`config.mk`:
```
export PLATFORM = sky130hd
export DESIGN_NAME = payload_control_indirect_access
export DESIGN_NICKNAME = d
export VERILOG_FILES = /design/src/rtl/payload_ctrl_pkg.sv /design/src/rtl/payload_control_indirect_access.sv
export SDC_FILE = /design/constraint.sdc
export NUM_CORES = 2
export LEC_CHECK = 0
export BUFFER_PORTS_ARGS = -buffer_cell sky130_fd_sc_hd__buf_2
export CORE_MARGIN = 4
export CORE_UTILIZATION = 30
export CTS_CLUSTER_DIAMETER = 200
export CTS_CLUSTER_SIZE = 30
export DETAILED_ROUTE_END_ITERATION = 12
export PLACE_DENSITY = 0.48
export SYNTH_ARGS = -nofsm -noshare
export SYNTH_HDL_FRONTEND = slang
export SYNTH_SLANG_ARGS = --single-unit
```
`constraint.sdc`:
```
create_clock -name aclk -period 7.67 [get_ports aclk]
set_clock_uncertainty 0.1 [all_clocks]
set_input_delay 0.767 -clock aclk [delete_from_list [all_inputs] [get_ports aclk]]
set_output_delay 0.767 -clock aclk [all_outputs]
set_load 0.05 [all_outputs]
```
`src/rtl/payload_ctrl_pkg.sv`:
```
package payload_ctrl_pkg;

	// ************************************************************
	// Register indices; the byte address is four times the index.
	// ************************************************************
	localparam logic [7:0] IDX_FRAMER_SELECT = 8'h0C;
	localparam logic [7:0] IDX_RX_ENABLE = 8'h5C;
	localparam logic [7:0] IDX_RX_STATUS = 8'h5D;
	localparam logic [7:0] IDX_TX_ENABLE = 8'h60;
	localparam logic [7:0] IDX_TX_STATUS = 8'h61;
	localparam logic [7:0] IDX_SIG_ENABLE = 8'h64;
	localparam logic [7:0] IDX_SIG_STATUS = 8'h65;
	localparam logic [7:0] IDX_PAT_INT = 8'h71;
	localparam logic [7:0] IDX_ERR_INSERT = 8'h74;
	localparam logic [7:0] IDX_ERR_COUNT_0 = 8'h7C;
	localparam logic [7:0] IDX_ERR_COUNT_1 = 8'h7D;
	localparam logic [7:0] IDX_ERR_COUNT_2 = 8'h7E;
	localparam logic [7:0] IDX_ERR_COUNT_3 = 8'h7F;
	localparam logic [7:0] IDX_RX_CFG = 8'hDC;
	localparam logic [7:0] IDX_RX_ADDR = 8'hDE;
	localparam logic [7:0] IDX_RX_DATA = 8'hDF;
	localparam logic [7:0] IDX_TX_CFG = 8'hE0;
	localparam logic [7:0] IDX_TX_ADDR = 8'hE2;
	localparam logic [7:0] IDX_TX_DATA = 8'hE3;
	localparam logic [7:0] IDX_IRQ_STATUS = 8'hF0;
	localparam logic [7:0] IDX_IRQ_MASK = 8'hF1;

	// ************************************************************
	// Field positions, reset values and counts.
	// ************************************************************
	localparam int BLOCK_ENABLE_BIT = 0;
	localparam int BUSY_BIT = 7;
	localparam int SYNC_BIT = 4;
	localparam int BEI_BIT = 2;
	localparam int ROUTE_BIT = 2;
	localparam int ERR_INSERT_BIT = 3;
	localparam int TX_TEST_BIT = 3;
	localparam int RX_TEST_BIT = 7;
	localparam int IND_READ_BIT = 7;
	localparam int IRQ_TX_DONE = 0;
	localparam int IRQ_RX_DONE = 1;
	localparam int IRQ_SYNC_GAIN = 2;
	localparam int IRQ_BIT_ERROR = 3;
	localparam logic [7:0] PAT_STATUS_MASK = 8'h14;
	localparam logic [6:0] TS_BASE = 7'h20;
	localparam int NUM_TS = 32;
	localparam int IND_DEPTH = 128;
	localparam logic [2:0] IND_CYCLES = 3'h4;
	localparam logic [7:0] BYTE_RESET = 8'h00;
	localparam logic [1:0] RESP_OKAY = 2'h0;
	localparam logic [1:0] RESP_SLVERR = 2'h2;

	typedef enum logic {IND_IDLE, IND_BUSY} ind_state_e;

	typedef struct packed {
		ind_state_e state;
		logic [2:0] cnt;
		logic [7:0] addr;
		logic [7:0] data;
	} ind_chan_s;

	typedef struct packed {
		logic sync;
		logic bit_error;
		logic [31:0] err_count;
	} detector_stat_s;

	typedef struct packed {
		logic [31:0] tx_test;
		logic [31:0] rx_test;
		logic backplane_route;
		logic err_insert;
	} test_ctrl_s;

endpackage

```
`src/rtl/payload_control_indirect_access.sv`:
```
// Function
// Host writes tx data byte, then tx address.
// Tx location value 08H sets timeslot test flag.
// Host writes rx data byte, then rx address.
// Rx location value 80H sets timeslot test flag.
// Host clears every indirect location before use.
// Rx space 20H-3FH cleared with 00H.
// Tx space up to 7FH cleared with 00H.
// Each block works only when bit0 set.
// Busy flag in status bit 7; host waits.
// Sync bit4 one, bit-error bit2 zero means synchronized.
// Host reads detector status register twice.
// Writing 08H then 00H inserts one error.
// Writing count register zero latches error count.
// Latched count read over four byte registers.
// Route bit sends pattern over backplane path.
// Address write starts transfer; busy until done.
// Indirect read data lands when busy clears.
// Config value 01H opens indirect access.
`timescale 1ns/1ps
`default_nettype none

module payload_control_indirect_access #(
	parameter int ADDR_W = 12
) (
	input wire logic aclk,
	input wire logic aresetn,
	input wire logic [ADDR_W-1:0] awaddr,
	input wire logic awvalid,
	output logic awready,
	input wire logic [31:0] wdata,
	input wire logic [3:0] wstrb,
	input wire logic wvalid,
	output logic wready,
	output logic [1:0] bresp,
	output logic bvalid,
	input wire logic bready,
	input wire logic [ADDR_W-1:0] araddr,
	input wire logic arvalid,
	output logic arready,
	output logic [31:0] rdata,
	output logic [1:0] rresp,
	output logic rvalid,
	input wire logic rready,
	input wire payload_ctrl_pkg::detector_stat_s det_stat,
	output payload_ctrl_pkg::test_ctrl_s test_ctrl,
	output logic irq
);

	// ************************************************************
	// Address decode and indirect channel step.
	// ************************************************************
	function automatic logic idx_mapped(input logic [ADDR_W-1:0] a);
		logic [7:0] i;
		i = a[9:2];
		idx_mapped = 1'b0;
		if (a[ADDR_W-1:10] == '0 && a[1:0] == 2'h0) begin
			case (i)
				payload_ctrl_pkg::IDX_FRAMER_SELECT, payload_ctrl_pkg::IDX_RX_ENABLE,
				payload_ctrl_pkg::IDX_RX_STATUS, payload_ctrl_pkg::IDX_TX_ENABLE,
				payload_ctrl_pkg::IDX_TX_STATUS, payload_ctrl_pkg::IDX_SIG_ENABLE,
				payload_ctrl_pkg::IDX_SIG_STATUS, payload_ctrl_pkg::IDX_PAT_INT,
				payload_ctrl_pkg::IDX_ERR_INSERT, payload_ctrl_pkg::IDX_ERR_COUNT_0,
				payload_ctrl_pkg::IDX_ERR_COUNT_1, payload_ctrl_pkg::IDX_ERR_COUNT_2,
				payload_ctrl_pkg::IDX_ERR_COUNT_3, payload_ctrl_pkg::IDX_RX_CFG,
				payload_ctrl_pkg::IDX_RX_ADDR, payload_ctrl_pkg::IDX_RX_DATA,
				payload_ctrl_pkg::IDX_TX_CFG, payload_ctrl_pkg::IDX_TX_ADDR,
				payload_ctrl_pkg::IDX_TX_DATA, payload_ctrl_pkg::IDX_IRQ_STATUS,
				payload_ctrl_pkg::IDX_IRQ_MASK: begin
					idx_mapped = 1'b1;
				end
				default: begin
					idx_mapped = 1'b0;
				end
			endcase
		end
	endfunction

	// Writes to the data or address register while busy are dropped, so a
	// transfer in flight can never be corrupted by an impatient host.
	function automatic payload_ctrl_pkg::ind_chan_s ind_step(
		input payload_ctrl_pkg::ind_chan_s c,
		input logic go,
		input logic addr_wr,
		input logic data_wr,
		input logic [7:0] wd,
		input logic [7:0] mem_rd
	);
		payload_ctrl_pkg::ind_chan_s n;
		n = c;
		case (c.state)
			payload_ctrl_pkg::IND_IDLE: begin
				if (data_wr) begin
					n.data = wd;
				end
				if (addr_wr) begin
					n.addr = wd;
					if (go) begin
						n.state = payload_ctrl_pkg::IND_BUSY;
						n.cnt = payload_ctrl_pkg::IND_CYCLES - 3'h1;
					end
				end
			end
			payload_ctrl_pkg::IND_BUSY: begin
				if (c.cnt == 3'h0) begin
					n.state = payload_ctrl_pkg::IND_IDLE;
					if (c.addr[payload_ctrl_pkg::IND_READ_BIT]) begin
						n.data = mem_rd;
					end
				end else begin
					n.cnt = c.cnt - 3'h1;
				end
			end
			default: begin
				n.state = payload_ctrl_pkg::IND_IDLE;
			end
		endcase
		return n;
	endfunction

	// ************************************************************
	// State.
	// ************************************************************
	logic [7:0] tx_mem [payload_ctrl_pkg::IND_DEPTH];
	logic [7:0] rx_mem [payload_ctrl_pkg::IND_DEPTH];
	payload_ctrl_pkg::ind_chan_s tx_reg, tx_next, rx_reg, rx_next;
	logic aw_hold_reg, aw_hold_next, w_hold_reg, w_hold_next;
	logic [ADDR_W-1:0] aw_addr_reg, aw_addr_next;
	logic [7:0] wbyte_reg, wbyte_next;
	logic wstrb0_reg, wstrb0_next;
	logic bvalid_reg, bvalid_next, rvalid_reg, rvalid_next;
	logic [1:0] bresp_reg, bresp_next, rresp_reg, rresp_next;
	logic [7:0] rbyte_reg, rbyte_next;
	logic [7:0] framer_sel_reg, framer_sel_next, rx_en_reg, rx_en_next, tx_en_reg, tx_en_next;
	logic [7:0] sig_en_reg, sig_en_next, rx_cfg_reg, rx_cfg_next, tx_cfg_reg, tx_cfg_next;
	logic [7:0] pat_int_reg, pat_int_next, err_ins_reg, err_ins_next;
	logic [7:0] irq_stat_reg, irq_stat_next, irq_mask_reg, irq_mask_next;
	logic [31:0] count_reg, count_next;
	logic sync_q_reg, sync_q_next, bei_q_reg, bei_q_next;
	payload_ctrl_pkg::test_ctrl_s test_reg, test_next;
	logic irq_reg, irq_next;
	logic wr_do, wr_en, tx_done, rx_done, tx_mem_we, rx_mem_we;
	logic [7:0] widx, ridx, events;

	assign awready = !aw_hold_reg;
	assign wready = !w_hold_reg;
	assign arready = !rvalid_reg;
	assign bvalid = bvalid_reg;
	assign bresp = bresp_reg;
	assign rvalid = rvalid_reg;
	assign rresp = rresp_reg;
	assign rdata = {24'h000000, rbyte_reg};
	assign test_ctrl = test_reg;
	assign irq = irq_reg;

	// ************************************************************
	// Next-state logic.
	// ************************************************************
	always_comb begin
		aw_hold_next = aw_hold_reg;
		aw_addr_next = aw_addr_reg;
		w_hold_next = w_hold_reg;
		wbyte_next = wbyte_reg;
		wstrb0_next = wstrb0_reg;
		bvalid_next = bvalid_reg;
		bresp_next = bresp_reg;
		rvalid_next = rvalid_reg;
		rresp_next = rresp_reg;
		rbyte_next = rbyte_reg;
		framer_sel_next = framer_sel_reg;
		rx_en_next = rx_en_reg;
		tx_en_next = tx_en_reg;
		sig_en_next = sig_en_reg;
		rx_cfg_next = rx_cfg_reg;
		tx_cfg_next = tx_cfg_reg;
		pat_int_next = pat_int_reg;
		err_ins_next = err_ins_reg;
		irq_mask_next = irq_mask_reg;
		count_next = count_reg;
		test_next = test_reg;
		test_next.err_insert = 1'b0;
		sync_q_next = det_stat.sync;
		bei_q_next = det_stat.bit_error;

		if (awvalid && awready) begin
			aw_hold_next = 1'b1;
			aw_addr_next = awaddr;
		end
		if (wvalid && wready) begin
			w_hold_next = 1'b1;
			wbyte_next = wdata[7:0];
			wstrb0_next = wstrb[0];
		end
		if (bvalid_reg && bready) begin
			bvalid_next = 1'b0;
		end
		wr_do = aw_hold_reg && w_hold_reg && !bvalid_reg;
		widx = aw_addr_reg[9:2];
		wr_en = wr_do && wstrb0_reg && idx_mapped(aw_addr_reg);
		if (wr_do) begin
			aw_hold_next = 1'b0;
			w_hold_next = 1'b0;
			bvalid_next = 1'b1;
			bresp_next = idx_mapped(aw_addr_reg) ? payload_ctrl_pkg::RESP_OKAY : payload_ctrl_pkg::RESP_SLVERR;
		end

		if (wr_en) begin
			case (widx)
				payload_ctrl_pkg::IDX_FRAMER_SELECT: begin
					framer_sel_next = wbyte_reg;
				end
				payload_ctrl_pkg::IDX_RX_ENABLE: begin
					rx_en_next = wbyte_reg;
				end
				payload_ctrl_pkg::IDX_TX_ENABLE: begin
					tx_en_next = wbyte_reg;
				end
				payload_ctrl_pkg::IDX_SIG_ENABLE: begin
					sig_en_next = wbyte_reg;
				end
				payload_ctrl_pkg::IDX_RX_CFG: begin
					rx_cfg_next = wbyte_reg;
				end
				payload_ctrl_pkg::IDX_TX_CFG: begin
					tx_cfg_next = wbyte_reg;
				end
				payload_ctrl_pkg::IDX_PAT_INT: begin
					pat_int_next = wbyte_reg & ~payload_ctrl_pkg::PAT_STATUS_MASK;
				end
				payload_ctrl_pkg::IDX_ERR_INSERT: begin
					err_ins_next = wbyte_reg;
					// Only a 0-to-1 step of the bit inserts, so 08H must be followed by 00H.
					test_next.err_insert = wbyte_reg[payload_ctrl_pkg::ERR_INSERT_BIT] &&
						!err_ins_reg[payload_ctrl_pkg::ERR_INSERT_BIT];
				end
				payload_ctrl_pkg::IDX_ERR_COUNT_0: begin
					count_next = det_stat.err_count;
				end
				payload_ctrl_pkg::IDX_IRQ_MASK: begin
					irq_mask_next = wbyte_reg;
				end
				default: begin
				end
			endcase
		end

		// Indirect channels; the access enable and the block enable must both be set.
		tx_next = ind_step(tx_reg, tx_cfg_reg[payload_ctrl_pkg::BLOCK_ENABLE_BIT] &&
			tx_en_reg[payload_ctrl_pkg::BLOCK_ENABLE_BIT],
			wr_en && widx == payload_ctrl_pkg::IDX_TX_ADDR,
			wr_en && widx == payload_ctrl_pkg::IDX_TX_DATA, wbyte_reg,
			tx_mem[tx_reg.addr[6:0]]);
		rx_next = ind_step(rx_reg, rx_cfg_reg[payload_ctrl_pkg::BLOCK_ENABLE_BIT] &&
			rx_en_reg[payload_ctrl_pkg::BLOCK_ENABLE_BIT],
			wr_en && widx == payload_ctrl_pkg::IDX_RX_ADDR,
			wr_en && widx == payload_ctrl_pkg::IDX_RX_DATA, wbyte_reg,
			rx_mem[rx_reg.addr[6:0]]);
		tx_done = tx_reg.state == payload_ctrl_pkg::IND_BUSY && tx_reg.cnt == 3'h0;
		rx_done = rx_reg.state == payload_ctrl_pkg::IND_BUSY && rx_reg.cnt == 3'h0;
		tx_mem_we = tx_done && !tx_reg.addr[payload_ctrl_pkg::IND_READ_BIT];
		rx_mem_we = rx_done && !rx_reg.addr[payload_ctrl_pkg::IND_READ_BIT];

		for (int t = 0; t < payload_ctrl_pkg::NUM_TS; t++) begin
			test_next.tx_test[t] = tx_en_reg[payload_ctrl_pkg::BLOCK_ENABLE_BIT] &&
				tx_mem[payload_ctrl_pkg::TS_BASE + 7'(t)][payload_ctrl_pkg::TX_TEST_BIT];
			test_next.rx_test[t] = rx_en_reg[payload_ctrl_pkg::BLOCK_ENABLE_BIT] &&
				rx_mem[payload_ctrl_pkg::TS_BASE + 7'(t)][payload_ctrl_pkg::RX_TEST_BIT];
		end
		test_next.backplane_route = framer_sel_reg[payload_ctrl_pkg::ROUTE_BIT];

		// Interrupts: a new event beats a clear in the same cycle.
		events = 8'h00;
		events[payload_ctrl_pkg::IRQ_TX_DONE] = tx_done;
		events[payload_ctrl_pkg::IRQ_RX_DONE] = rx_done;
		events[payload_ctrl_pkg::IRQ_SYNC_GAIN] = det_stat.sync && !sync_q_reg;
		events[payload_ctrl_pkg::IRQ_BIT_ERROR] = det_stat.bit_error && !bei_q_reg;
		irq_stat_next = irq_stat_reg;
		if (wr_en && widx == payload_ctrl_pkg::IDX_IRQ_STATUS) begin
			irq_stat_next = irq_stat_next & ~wbyte_reg;
		end
		irq_stat_next = irq_stat_next | events;
		irq_next = |(irq_stat_next & irq_mask_next);

		if (rready && rvalid_reg) begin
			rvalid_next = 1'b0;
		end
		ridx = araddr[9:2];
		if (arvalid && arready) begin
			rvalid_next = 1'b1;
			rresp_next = idx_mapped(araddr) ? payload_ctrl_pkg::RESP_OKAY : payload_ctrl_pkg::RESP_SLVERR;
			case (idx_mapped(araddr) ? ridx : 8'h00)
				payload_ctrl_pkg::IDX_FRAMER_SELECT: rbyte_next = framer_sel_reg;
				payload_ctrl_pkg::IDX_RX_ENABLE: rbyte_next = rx_en_reg;
				payload_ctrl_pkg::IDX_TX_ENABLE: rbyte_next = tx_en_reg;
				payload_ctrl_pkg::IDX_SIG_ENABLE: rbyte_next = sig_en_reg;
				payload_ctrl_pkg::IDX_RX_STATUS: rbyte_next = {rx_reg.state == payload_ctrl_pkg::IND_BUSY, 7'h00};
				payload_ctrl_pkg::IDX_TX_STATUS: rbyte_next = {tx_reg.state == payload_ctrl_pkg::IND_BUSY, 7'h00};
				payload_ctrl_pkg::IDX_SIG_STATUS: rbyte_next = 8'h00;
				payload_ctrl_pkg::IDX_PAT_INT: rbyte_next = pat_int_reg | {3'h0, sync_q_reg, 1'b0, bei_q_reg, 2'h0};
				payload_ctrl_pkg::IDX_ERR_INSERT: rbyte_next = err_ins_reg;
				payload_ctrl_pkg::IDX_ERR_COUNT_0: rbyte_next = count_reg[7:0];
				payload_ctrl_pkg::IDX_ERR_COUNT_1: rbyte_next = count_reg[15:8];
				payload_ctrl_pkg::IDX_ERR_COUNT_2: rbyte_next = count_reg[23:16];
				payload_ctrl_pkg::IDX_ERR_COUNT_3: rbyte_next = count_reg[31:24];
				payload_ctrl_pkg::IDX_RX_CFG: rbyte_next = rx_cfg_reg;
				payload_ctrl_pkg::IDX_TX_CFG: rbyte_next = tx_cfg_reg;
				payload_ctrl_pkg::IDX_RX_ADDR: rbyte_next = rx_reg.addr;
				payload_ctrl_pkg::IDX_RX_DATA: rbyte_next = rx_reg.data;
				payload_ctrl_pkg::IDX_TX_ADDR: rbyte_next = tx_reg.addr;
				payload_ctrl_pkg::IDX_TX_DATA: rbyte_next = tx_reg.data;
				payload_ctrl_pkg::IDX_IRQ_STATUS: rbyte_next = irq_stat_reg;
				payload_ctrl_pkg::IDX_IRQ_MASK: rbyte_next = irq_mask_reg;
				default: rbyte_next = 8'h00;
			endcase
		end
	end

	// ************************************************************
	// Registers.
	// ************************************************************
	always_ff @(posedge aclk) begin
		if (!aresetn) begin
			aw_hold_reg <= 1'b0;
			aw_addr_reg <= '0;
			w_hold_reg <= 1'b0;
			wbyte_reg <= payload_ctrl_pkg::BYTE_RESET;
			wstrb0_reg <= 1'b0;
			bvalid_reg <= 1'b0;
			bresp_reg <= payload_ctrl_pkg::RESP_OKAY;
			rvalid_reg <= 1'b0;
			rresp_reg <= payload_ctrl_pkg::RESP_OKAY;
			rbyte_reg <= payload_ctrl_pkg::BYTE_RESET;
			framer_sel_reg <= payload_ctrl_pkg::BYTE_RESET;
			rx_en_reg <= payload_ctrl_pkg::BYTE_RESET;
			tx_en_reg <= payload_ctrl_pkg::BYTE_RESET;
			sig_en_reg <= payload_ctrl_pkg::BYTE_RESET;
			rx_cfg_reg <= payload_ctrl_pkg::BYTE_RESET;
			tx_cfg_reg <= payload_ctrl_pkg::BYTE_RESET;
			pat_int_reg <= payload_ctrl_pkg::BYTE_RESET;
			err_ins_reg <= payload_ctrl_pkg::BYTE_RESET;
			irq_stat_reg <= payload_ctrl_pkg::BYTE_RESET;
			irq_mask_reg <= payload_ctrl_pkg::BYTE_RESET;
			count_reg <= 32'h00000000;
			sync_q_reg <= 1'b0;
			bei_q_reg <= 1'b0;
			test_reg <= '0;
			irq_reg <= 1'b0;
			tx_reg <= '{payload_ctrl_pkg::IND_IDLE, 3'h0, 8'h00, 8'h00};
			rx_reg <= '{payload_ctrl_pkg::IND_IDLE, 3'h0, 8'h00, 8'h00};
		end else begin
			aw_hold_reg <= aw_hold_next;
			aw_addr_reg <= aw_addr_next;
			w_hold_reg <= w_hold_next;
			wbyte_reg <= wbyte_next;
			wstrb0_reg <= wstrb0_next;
			bvalid_reg <= bvalid_next;
			bresp_reg <= bresp_next;
			rvalid_reg <= rvalid_next;
			rresp_reg <= rresp_next;
			rbyte_reg <= rbyte_next;
			framer_sel_reg <= framer_sel_next;
			rx_en_reg <= rx_en_next;
			tx_en_reg <= tx_en_next;
			sig_en_reg <= sig_en_next;
			rx_cfg_reg <= rx_cfg_next;
			tx_cfg_reg <= tx_cfg_next;
			pat_int_reg <= pat_int_next;
			err_ins_reg <= err_ins_next;
			irq_stat_reg <= irq_stat_next;
			irq_mask_reg <= irq_mask_next;
			count_reg <= count_next;
			sync_q_reg <= sync_q_next;
			bei_q_reg <= bei_q_next;
			test_reg <= test_next;
			irq_reg <= irq_next;
			tx_reg <= tx_next;
			rx_reg <= rx_next;
		end
	end

	// Reset clears the tables too, so no timeslot tests before software runs.
	always_ff @(posedge aclk) begin
		if (!aresetn) begin
			for (int i = 0; i < payload_ctrl_pkg::IND_DEPTH; i++) begin
				tx_mem[i] <= payload_ctrl_pkg::BYTE_RESET;
				rx_mem[i] <= payload_ctrl_pkg::BYTE_RESET;
			end
		end else begin
			if (tx_mem_we) begin
				tx_mem[tx_reg.addr[6:0]] <= tx_reg.data;
			end
			if (rx_mem_we) begin
				rx_mem[rx_reg.addr[6:0]] <= rx_reg.data;
			end
		end
	end

	// ************************************************************
	// Checks.
	// ************************************************************
	chk_tx_busy_len: assert property (@(posedge aclk) disable iff (!aresetn)
		$rose(tx_reg.state == payload_ctrl_pkg::IND_BUSY) |->
		(tx_reg.state == payload_ctrl_pkg::IND_BUSY) [*4] ##1 (tx_reg.state == payload_ctrl_pkg::IND_IDLE))
		else $error("tx indirect busy length wrong");
	chk_rx_busy_len: assert property (@(posedge aclk) disable iff (!aresetn)
		$rose(rx_reg.state == payload_ctrl_pkg::IND_BUSY) |->
		(rx_reg.state == payload_ctrl_pkg::IND_BUSY) [*4] ##1 (rx_reg.state == payload_ctrl_pkg::IND_IDLE))
		else $error("rx indirect busy length wrong");
	chk_tx_test_set: assert property (@(posedge aclk) disable iff (!aresetn)
		(tx_mem_we && tx_reg.addr == 8'h22 && tx_reg.data == 8'h08 && tx_en_reg[0] && tx_en_next[0])
		|-> ##2 test_reg.tx_test[2])
		else $error("tx timeslot test flag not set");
	chk_rx_test_set: assert property (@(posedge aclk) disable iff (!aresetn)
		(rx_mem_we && rx_reg.addr == 8'h22 && rx_reg.data == 8'h80 && rx_en_reg[0] && rx_en_next[0])
		|-> ##2 test_reg.rx_test[2])
		else $error("rx timeslot test flag not set");
	chk_enable_gate: assert property (@(posedge aclk) disable iff (!aresetn)
		(!tx_en_reg[0] |=> test_reg.tx_test == 32'h00000000) and (!rx_en_reg[0] |=> test_reg.rx_test == 32'h00000000))
		else $error("disabled block drives test flags");
	chk_err_once: assert property (@(posedge aclk) disable iff (!aresetn)
		test_reg.err_insert |=> !test_reg.err_insert ##1 !test_reg.err_insert)
		else $error("error insert pulse too long");
	chk_count_latch: assert property (@(posedge aclk) disable iff (!aresetn)
		wr_en && widx == payload_ctrl_pkg::IDX_ERR_COUNT_0 |=> count_reg == $past(det_stat.err_count))
		else $error("error count not latched");
	chk_route_follow: assert property (@(posedge aclk) disable iff (!aresetn)
		wr_en && widx == payload_ctrl_pkg::IDX_FRAMER_SELECT |-> ##2 test_reg.backplane_route == $past(wbyte_reg[2], 2))
		else $error("backplane route not applied");
	chk_sync_view: assert property (@(posedge aclk) disable iff (!aresetn)
		arvalid && arready && araddr == ADDR_W'({payload_ctrl_pkg::IDX_PAT_INT, 2'h0})
		|=> rdata[4] == $past(sync_q_reg) && rdata[2] == $past(bei_q_reg))
		else $error("detector status bits misplaced");

endmodule

`default_nettype wire

```
======== Word level (Yosys, flattened, before mapping) ========
Memories as Yosys holds them, arrays and structs flattened. A register that Yosys moved wholly into a read port is not among the register bits.
Index checks and enable logic that the tools add are counted.
Widths: inputs -> output; s select.
cells by class
  add/sub/neg operators ................... 2
  eq/ne operators ......................... 74
  multiplexer cells ....................... 52
  bitwise operators ....................... 8
  reductions and logical operators ........ 128
operators by type and width
  cell                number
  $eq 8x7->1 const B  35
  $eq 8x8->1 const B  24
  $pmux 8 s20         1
  $mux 8              12
  $logic_and 1x1->1   89
  $mux 7              6
  $reduce_or 21->1    2
  $pmux 8 s2          2
  $eq 8x4->1 const B  3
  $mux 12             2
  $reduce_or 8->1     3
  $reduce_and 2->1    11
  $mux 1              21
  $ne 2x2->1 const B  10
  $and 8x8->8         2
  $pmux 4 s2          2
  $reduce_and 3->1    5
  $logic_not 1->1     9
  $logic_not 2->1     4
  $mux 4              2
  $not 8->8           1
  $or 8x4->8          1
  $or 8x5->8          1
  $logic_not 3->1     2
  7 further kinds     14
storage, ports and cells
  flip-flop bits (word level) ............. 256
  bits in writable memories ............... 2048
  bits of input ports ..................... 101
  logic and storage cells ................. 302
  memories kept ........................... 2
memories
  memory  words  width  rd ports  clocked after memory_dff  wr ports  RTL line                                text
  rx_mem  128    8      33        1                         128       payload_control_indirect_access.sv:125  logic [7:0] rx_mem [payload_ctrl_pkg::IND_DEPTH];
  tx_mem  128    8      33        1                         128       payload_control_indirect_access.sv:124  logic [7:0] tx_mem [payload_ctrl_pkg::IND_DEPTH];

======== Longest topological paths before layout ========
  depth after elaboration ................. 10
  gate-level depth with buffers ........... 11
  mapped depth without buffers ............ 8

======== Worst setup path before layout ========
No wires, ideal clock.
  path kind ............................... in2reg
  start point ............................. input port aresetn
  end point ............................... memory rx_mem[30][0], enable pin
  setup time .............................. 0.384 ns
  data arrival time ....................... 2.552 ns
  setup slack ............................. 4.634 ns
  stages .................................. 6
  cells stage by stage .................... inv_2 nor4b_1 nand3_1 clkbuf_1 clkbuf_1 o21ai_0
RTL lines
  element      RTL line                                text
  from (decl)  payload_control_indirect_access.sv:27   input wire logic aresetn,
  to (decl)    payload_control_indirect_access.sv:125

==> summary.txt <==
Worst hold path
  • Min-Delay Path Class: in2reg
  • Min-delay src: det_stat[33]
  • Hold Path Depth: 2
  • Hold Path End: sync_q_reg

Critical path
  • CP startpoint kind: flop
  • Arr. time, crit path: approximately 5200 ps
  • CP Max Fanout: 25
  • Worst r2r src: rx_reg[19]
  • Biggest cell delay along the critical path: 1390 ps
  • CP required: ~8000 ps
  • Worst-path cell chain: buf_4 > and3b_1 > nor4b_1 > nand3_2 > o21ai_0
  • Critical-path top delay cell: o21ai_0
  • Internal reg-to-reg setup slack: 2780 ps
  • Worst r2r dst: rx_mem[54][7]
  • Cells on worst reg2reg path: 5
  • CP endpoint kind: flop
  • Crit path kind: reg2reg

Timing
  • Max Transition Viols Final: 0
  • Worst hold margin: around 93 ps
  • Minimum clock period: 4893 ps
  • FMAX: 204.4 MHz
  • Worst slew pin tran: roughly 1300 ps
  • Relative slew slack: 10.56%
  • Fin crit share: roughly 64%
  • Final Setup Violations: 0
  • TNS Setup: 0 ps
  • RSZ-0062 raised after global routing: no
  • Hold Fails Final Rpt: 0

Global route
  • Initial antenna violation count: 30
  • Grt total ovfl: 0
  • Tot GR Track Use: between 10% and 20%
  • Vias in the first global route: 62010
  • Global-route wire length before repair: 454100 um
  • Largest net degree at the start of global routing: approximately 150

Placed design
  • Post-DP HPWL: slightly above 200000 um
  • IO Port Bufs: 155
  • GPL Wtd Cong: about 0.85
  • Placed Area: ~0.11 sq mm

Synthesis
  • Cell Area, Synth: around 0.11 sq mm
  • Post-synth EDFFs: between 2000 and 2500
  • Most common cell in the netlist: and2_1
  • Ys flop type: edfxtp_1
  • Synth cell types: 84
  • Synth async-reset ratio: 0%
  • Syn Area/Cell: ~13 sq um
  • Synth top area cells: edfxtp_1 (58%), and2_1 (12%), mux4_2 (6.9%)
  • Yosys reg bits: ~2300
  • Most common library cells after synthesis: and2_1 (2060), edfxtp_1 (2048), clkbuf_1 (520)
  • Cell taking the most area after synthesis: edfxtp_1
  • Mapped Cells: a little under 8000
  • Seq/Total Area, Yosys: between 60% and 70%
  • Syn. warnings: 0
  • Share of the synthesized area in the top cell type: ~58%

Floorplanning
  • Die Y: roughly 600 um
  • Die area: between 0.3 and 0.4 sq mm
  • Row Count: about 220
  • Core area: approximately 0.35 sq mm
  • # IOs: 209
  • Starting Density: a little under a third
  • Chip width: 600.9 um

Routing
  • WL per Instance: around 26 um
  • Initial DRT Pass Iterations: 6
  • Final wirelength: 314100 um
  • ANT nets after route: 0
  • Iteration-0 DRC Markers: 6380
  • DR vias: about 62000
  • Vias per cell: around 5
  • Number of remaining DRC errors: 0

Power and ir drop
  • Internal power: between 15000 and 20000 uW
  • Seq pwr share: between 60% and 70%
  • Worst VDD drop: between 150 and 200 uV
  • Clock share of power: between 20 and 30%
  • Power Density: ~190 mW/mm^2
  • Switching power of the nets: around 4700 uW
  • Leak: 0.03580 uW
  • Power share of the combinational group: about 3.6%
  • Switching Share: 22.03%

Finish
  • Filler cell count: ~34000
  • Layout cells sized above 1: ~11%
  • Area grow syn2layout: 7.788%
  • Final net count: 7697
  • Final core occ: 32.50%
  • Final instance area: 0.1137 sq mm

Clocking
  • Post-CTS setup buffers: 0
  • Worst-Skew Late Latency: 790 ps
  • Inserted Clock Buffers: slightly below 90
  • Clock buffer depth: 3
  • CTS tree: done
  • Root buf cell: clkbuf_16
  • Clock Sinks: approximately 2300
  • H-tree Lvls: 3
  • Worst-path clk slew: approximately 120 ps

Run status
  • Status: complete, no violations

Flow run
  • Max cap viols: 0
worst max-delay path, delay by kind of cell (launching register included):
kind	cells	cell delay, ps
compound gates	1	1390
simple gates	3	2370
flops	1	320
buf+inv	1	310
worst max path at each step:
stage	start	to	depth (start not counted)
3_5_place_dp	aresetn	rx_mem[54][7]	5
2_1_floorplan	aresetn	rx_mem[30][0]	6
4_1_cts	rx_reg[19]	rx_mem[102][4]	6
3_3_place_gp	aresetn	rx_mem[54][4]	5
5_1_grt	rx_reg[19]	rx_mem[102][2]	6
6_report	rx_reg[19]	rx_mem[54][7]	5
metrics by stage:
step	total power, uW	setup slack [ps]	instances
after detailed placement	15470	2549	12100
final	21400	2777	12300
after CTS	21620	2837	12260
after global placement	15440	2691	12100
after floorplan	15100	4634	7839
after global routing	22120	2418	12300
layer usage:
layer	global-route usage (%)	wire length [um]	part of all wire [%]	vias to the layer above
li1	-	-	-	27920
met1	24.17	143800	46	32340
met2	27.42	148500	47	1743
met3	1.567	14640	4.7	253
met4	3.879	7168	2.3	0
met5	0	0	0	-
kinds of logic after synthesis:
kind of cell             share of synthesized area [%]
AO/OA/AOI/OAI                                    5.175
XOR/XNOR                                       0.02492
adder cells (fa/ha/maj)                        0.04747
buffers and inverters                            2.678
flip-flops                                       63.41
multiplexers                                     11.60
other                                         0.003556
AND/OR/NAND/NOR                                  17.06
power groups by stage:
stage               logic (uW)  registers (uW)  clock network [uW]
floorplan                  501           14600                   0
global placement           763           14700                   0
detailed placement         776           14700                   0
CTS                        778           14400                6420
global route               824           14500                6830
finish                     767           14400                6220
cell usage in the layout, fill, tap and decap left out, types with 69 or more instances in the layout:
| cell type | netlist | layout |
|---|---|---|
| clkbuf_1 | 520 | 69 |
| dfxtp_1 | 268 | 247 |
| clkbuf_16 | 0 | 87 |
| and2_1 | 2060 | 2060 |
| nand2_1 | 306 | 294 |
| o21ai_0 | 306 | 305 |
| nor2_1 | 392 | 392 |
| a21oi_1 | 120 | 120 |
| a22oi_1 | 134 | 134 |
| and3_1 | 78 | 78 |
| o22ai_1 | 104 | 104 |
| edfxtp_1 | 2048 | 2048 |
| buf_4 | 31 | 163 |
| mux2i_1 | 452 | 452 |
| mux4_2 | 321 | 321 |
| buf_2 | 76 | 156 |
what timing repair did:
item / in CTS / in global routing
hold buffers: 1 / 0
hold endpoints to repair: 1 / 0
resized for setup: 0 / 0
layout make-up:
type	count	area (sq um)	share of cell area [%]
flip-flops and latches	2316	66940	58.90
multi-input cells	4837	36040	31.71
well taps	4599	5754	5.063
clock buffers	156	2436	2.143
repair buffers	331	2202	1.938
clock inverters	8	117.6	0.1035
diodes	37	92.59	0.08147
inverters	19	73.82	0.06495
(Power assumes the default switching activity.)
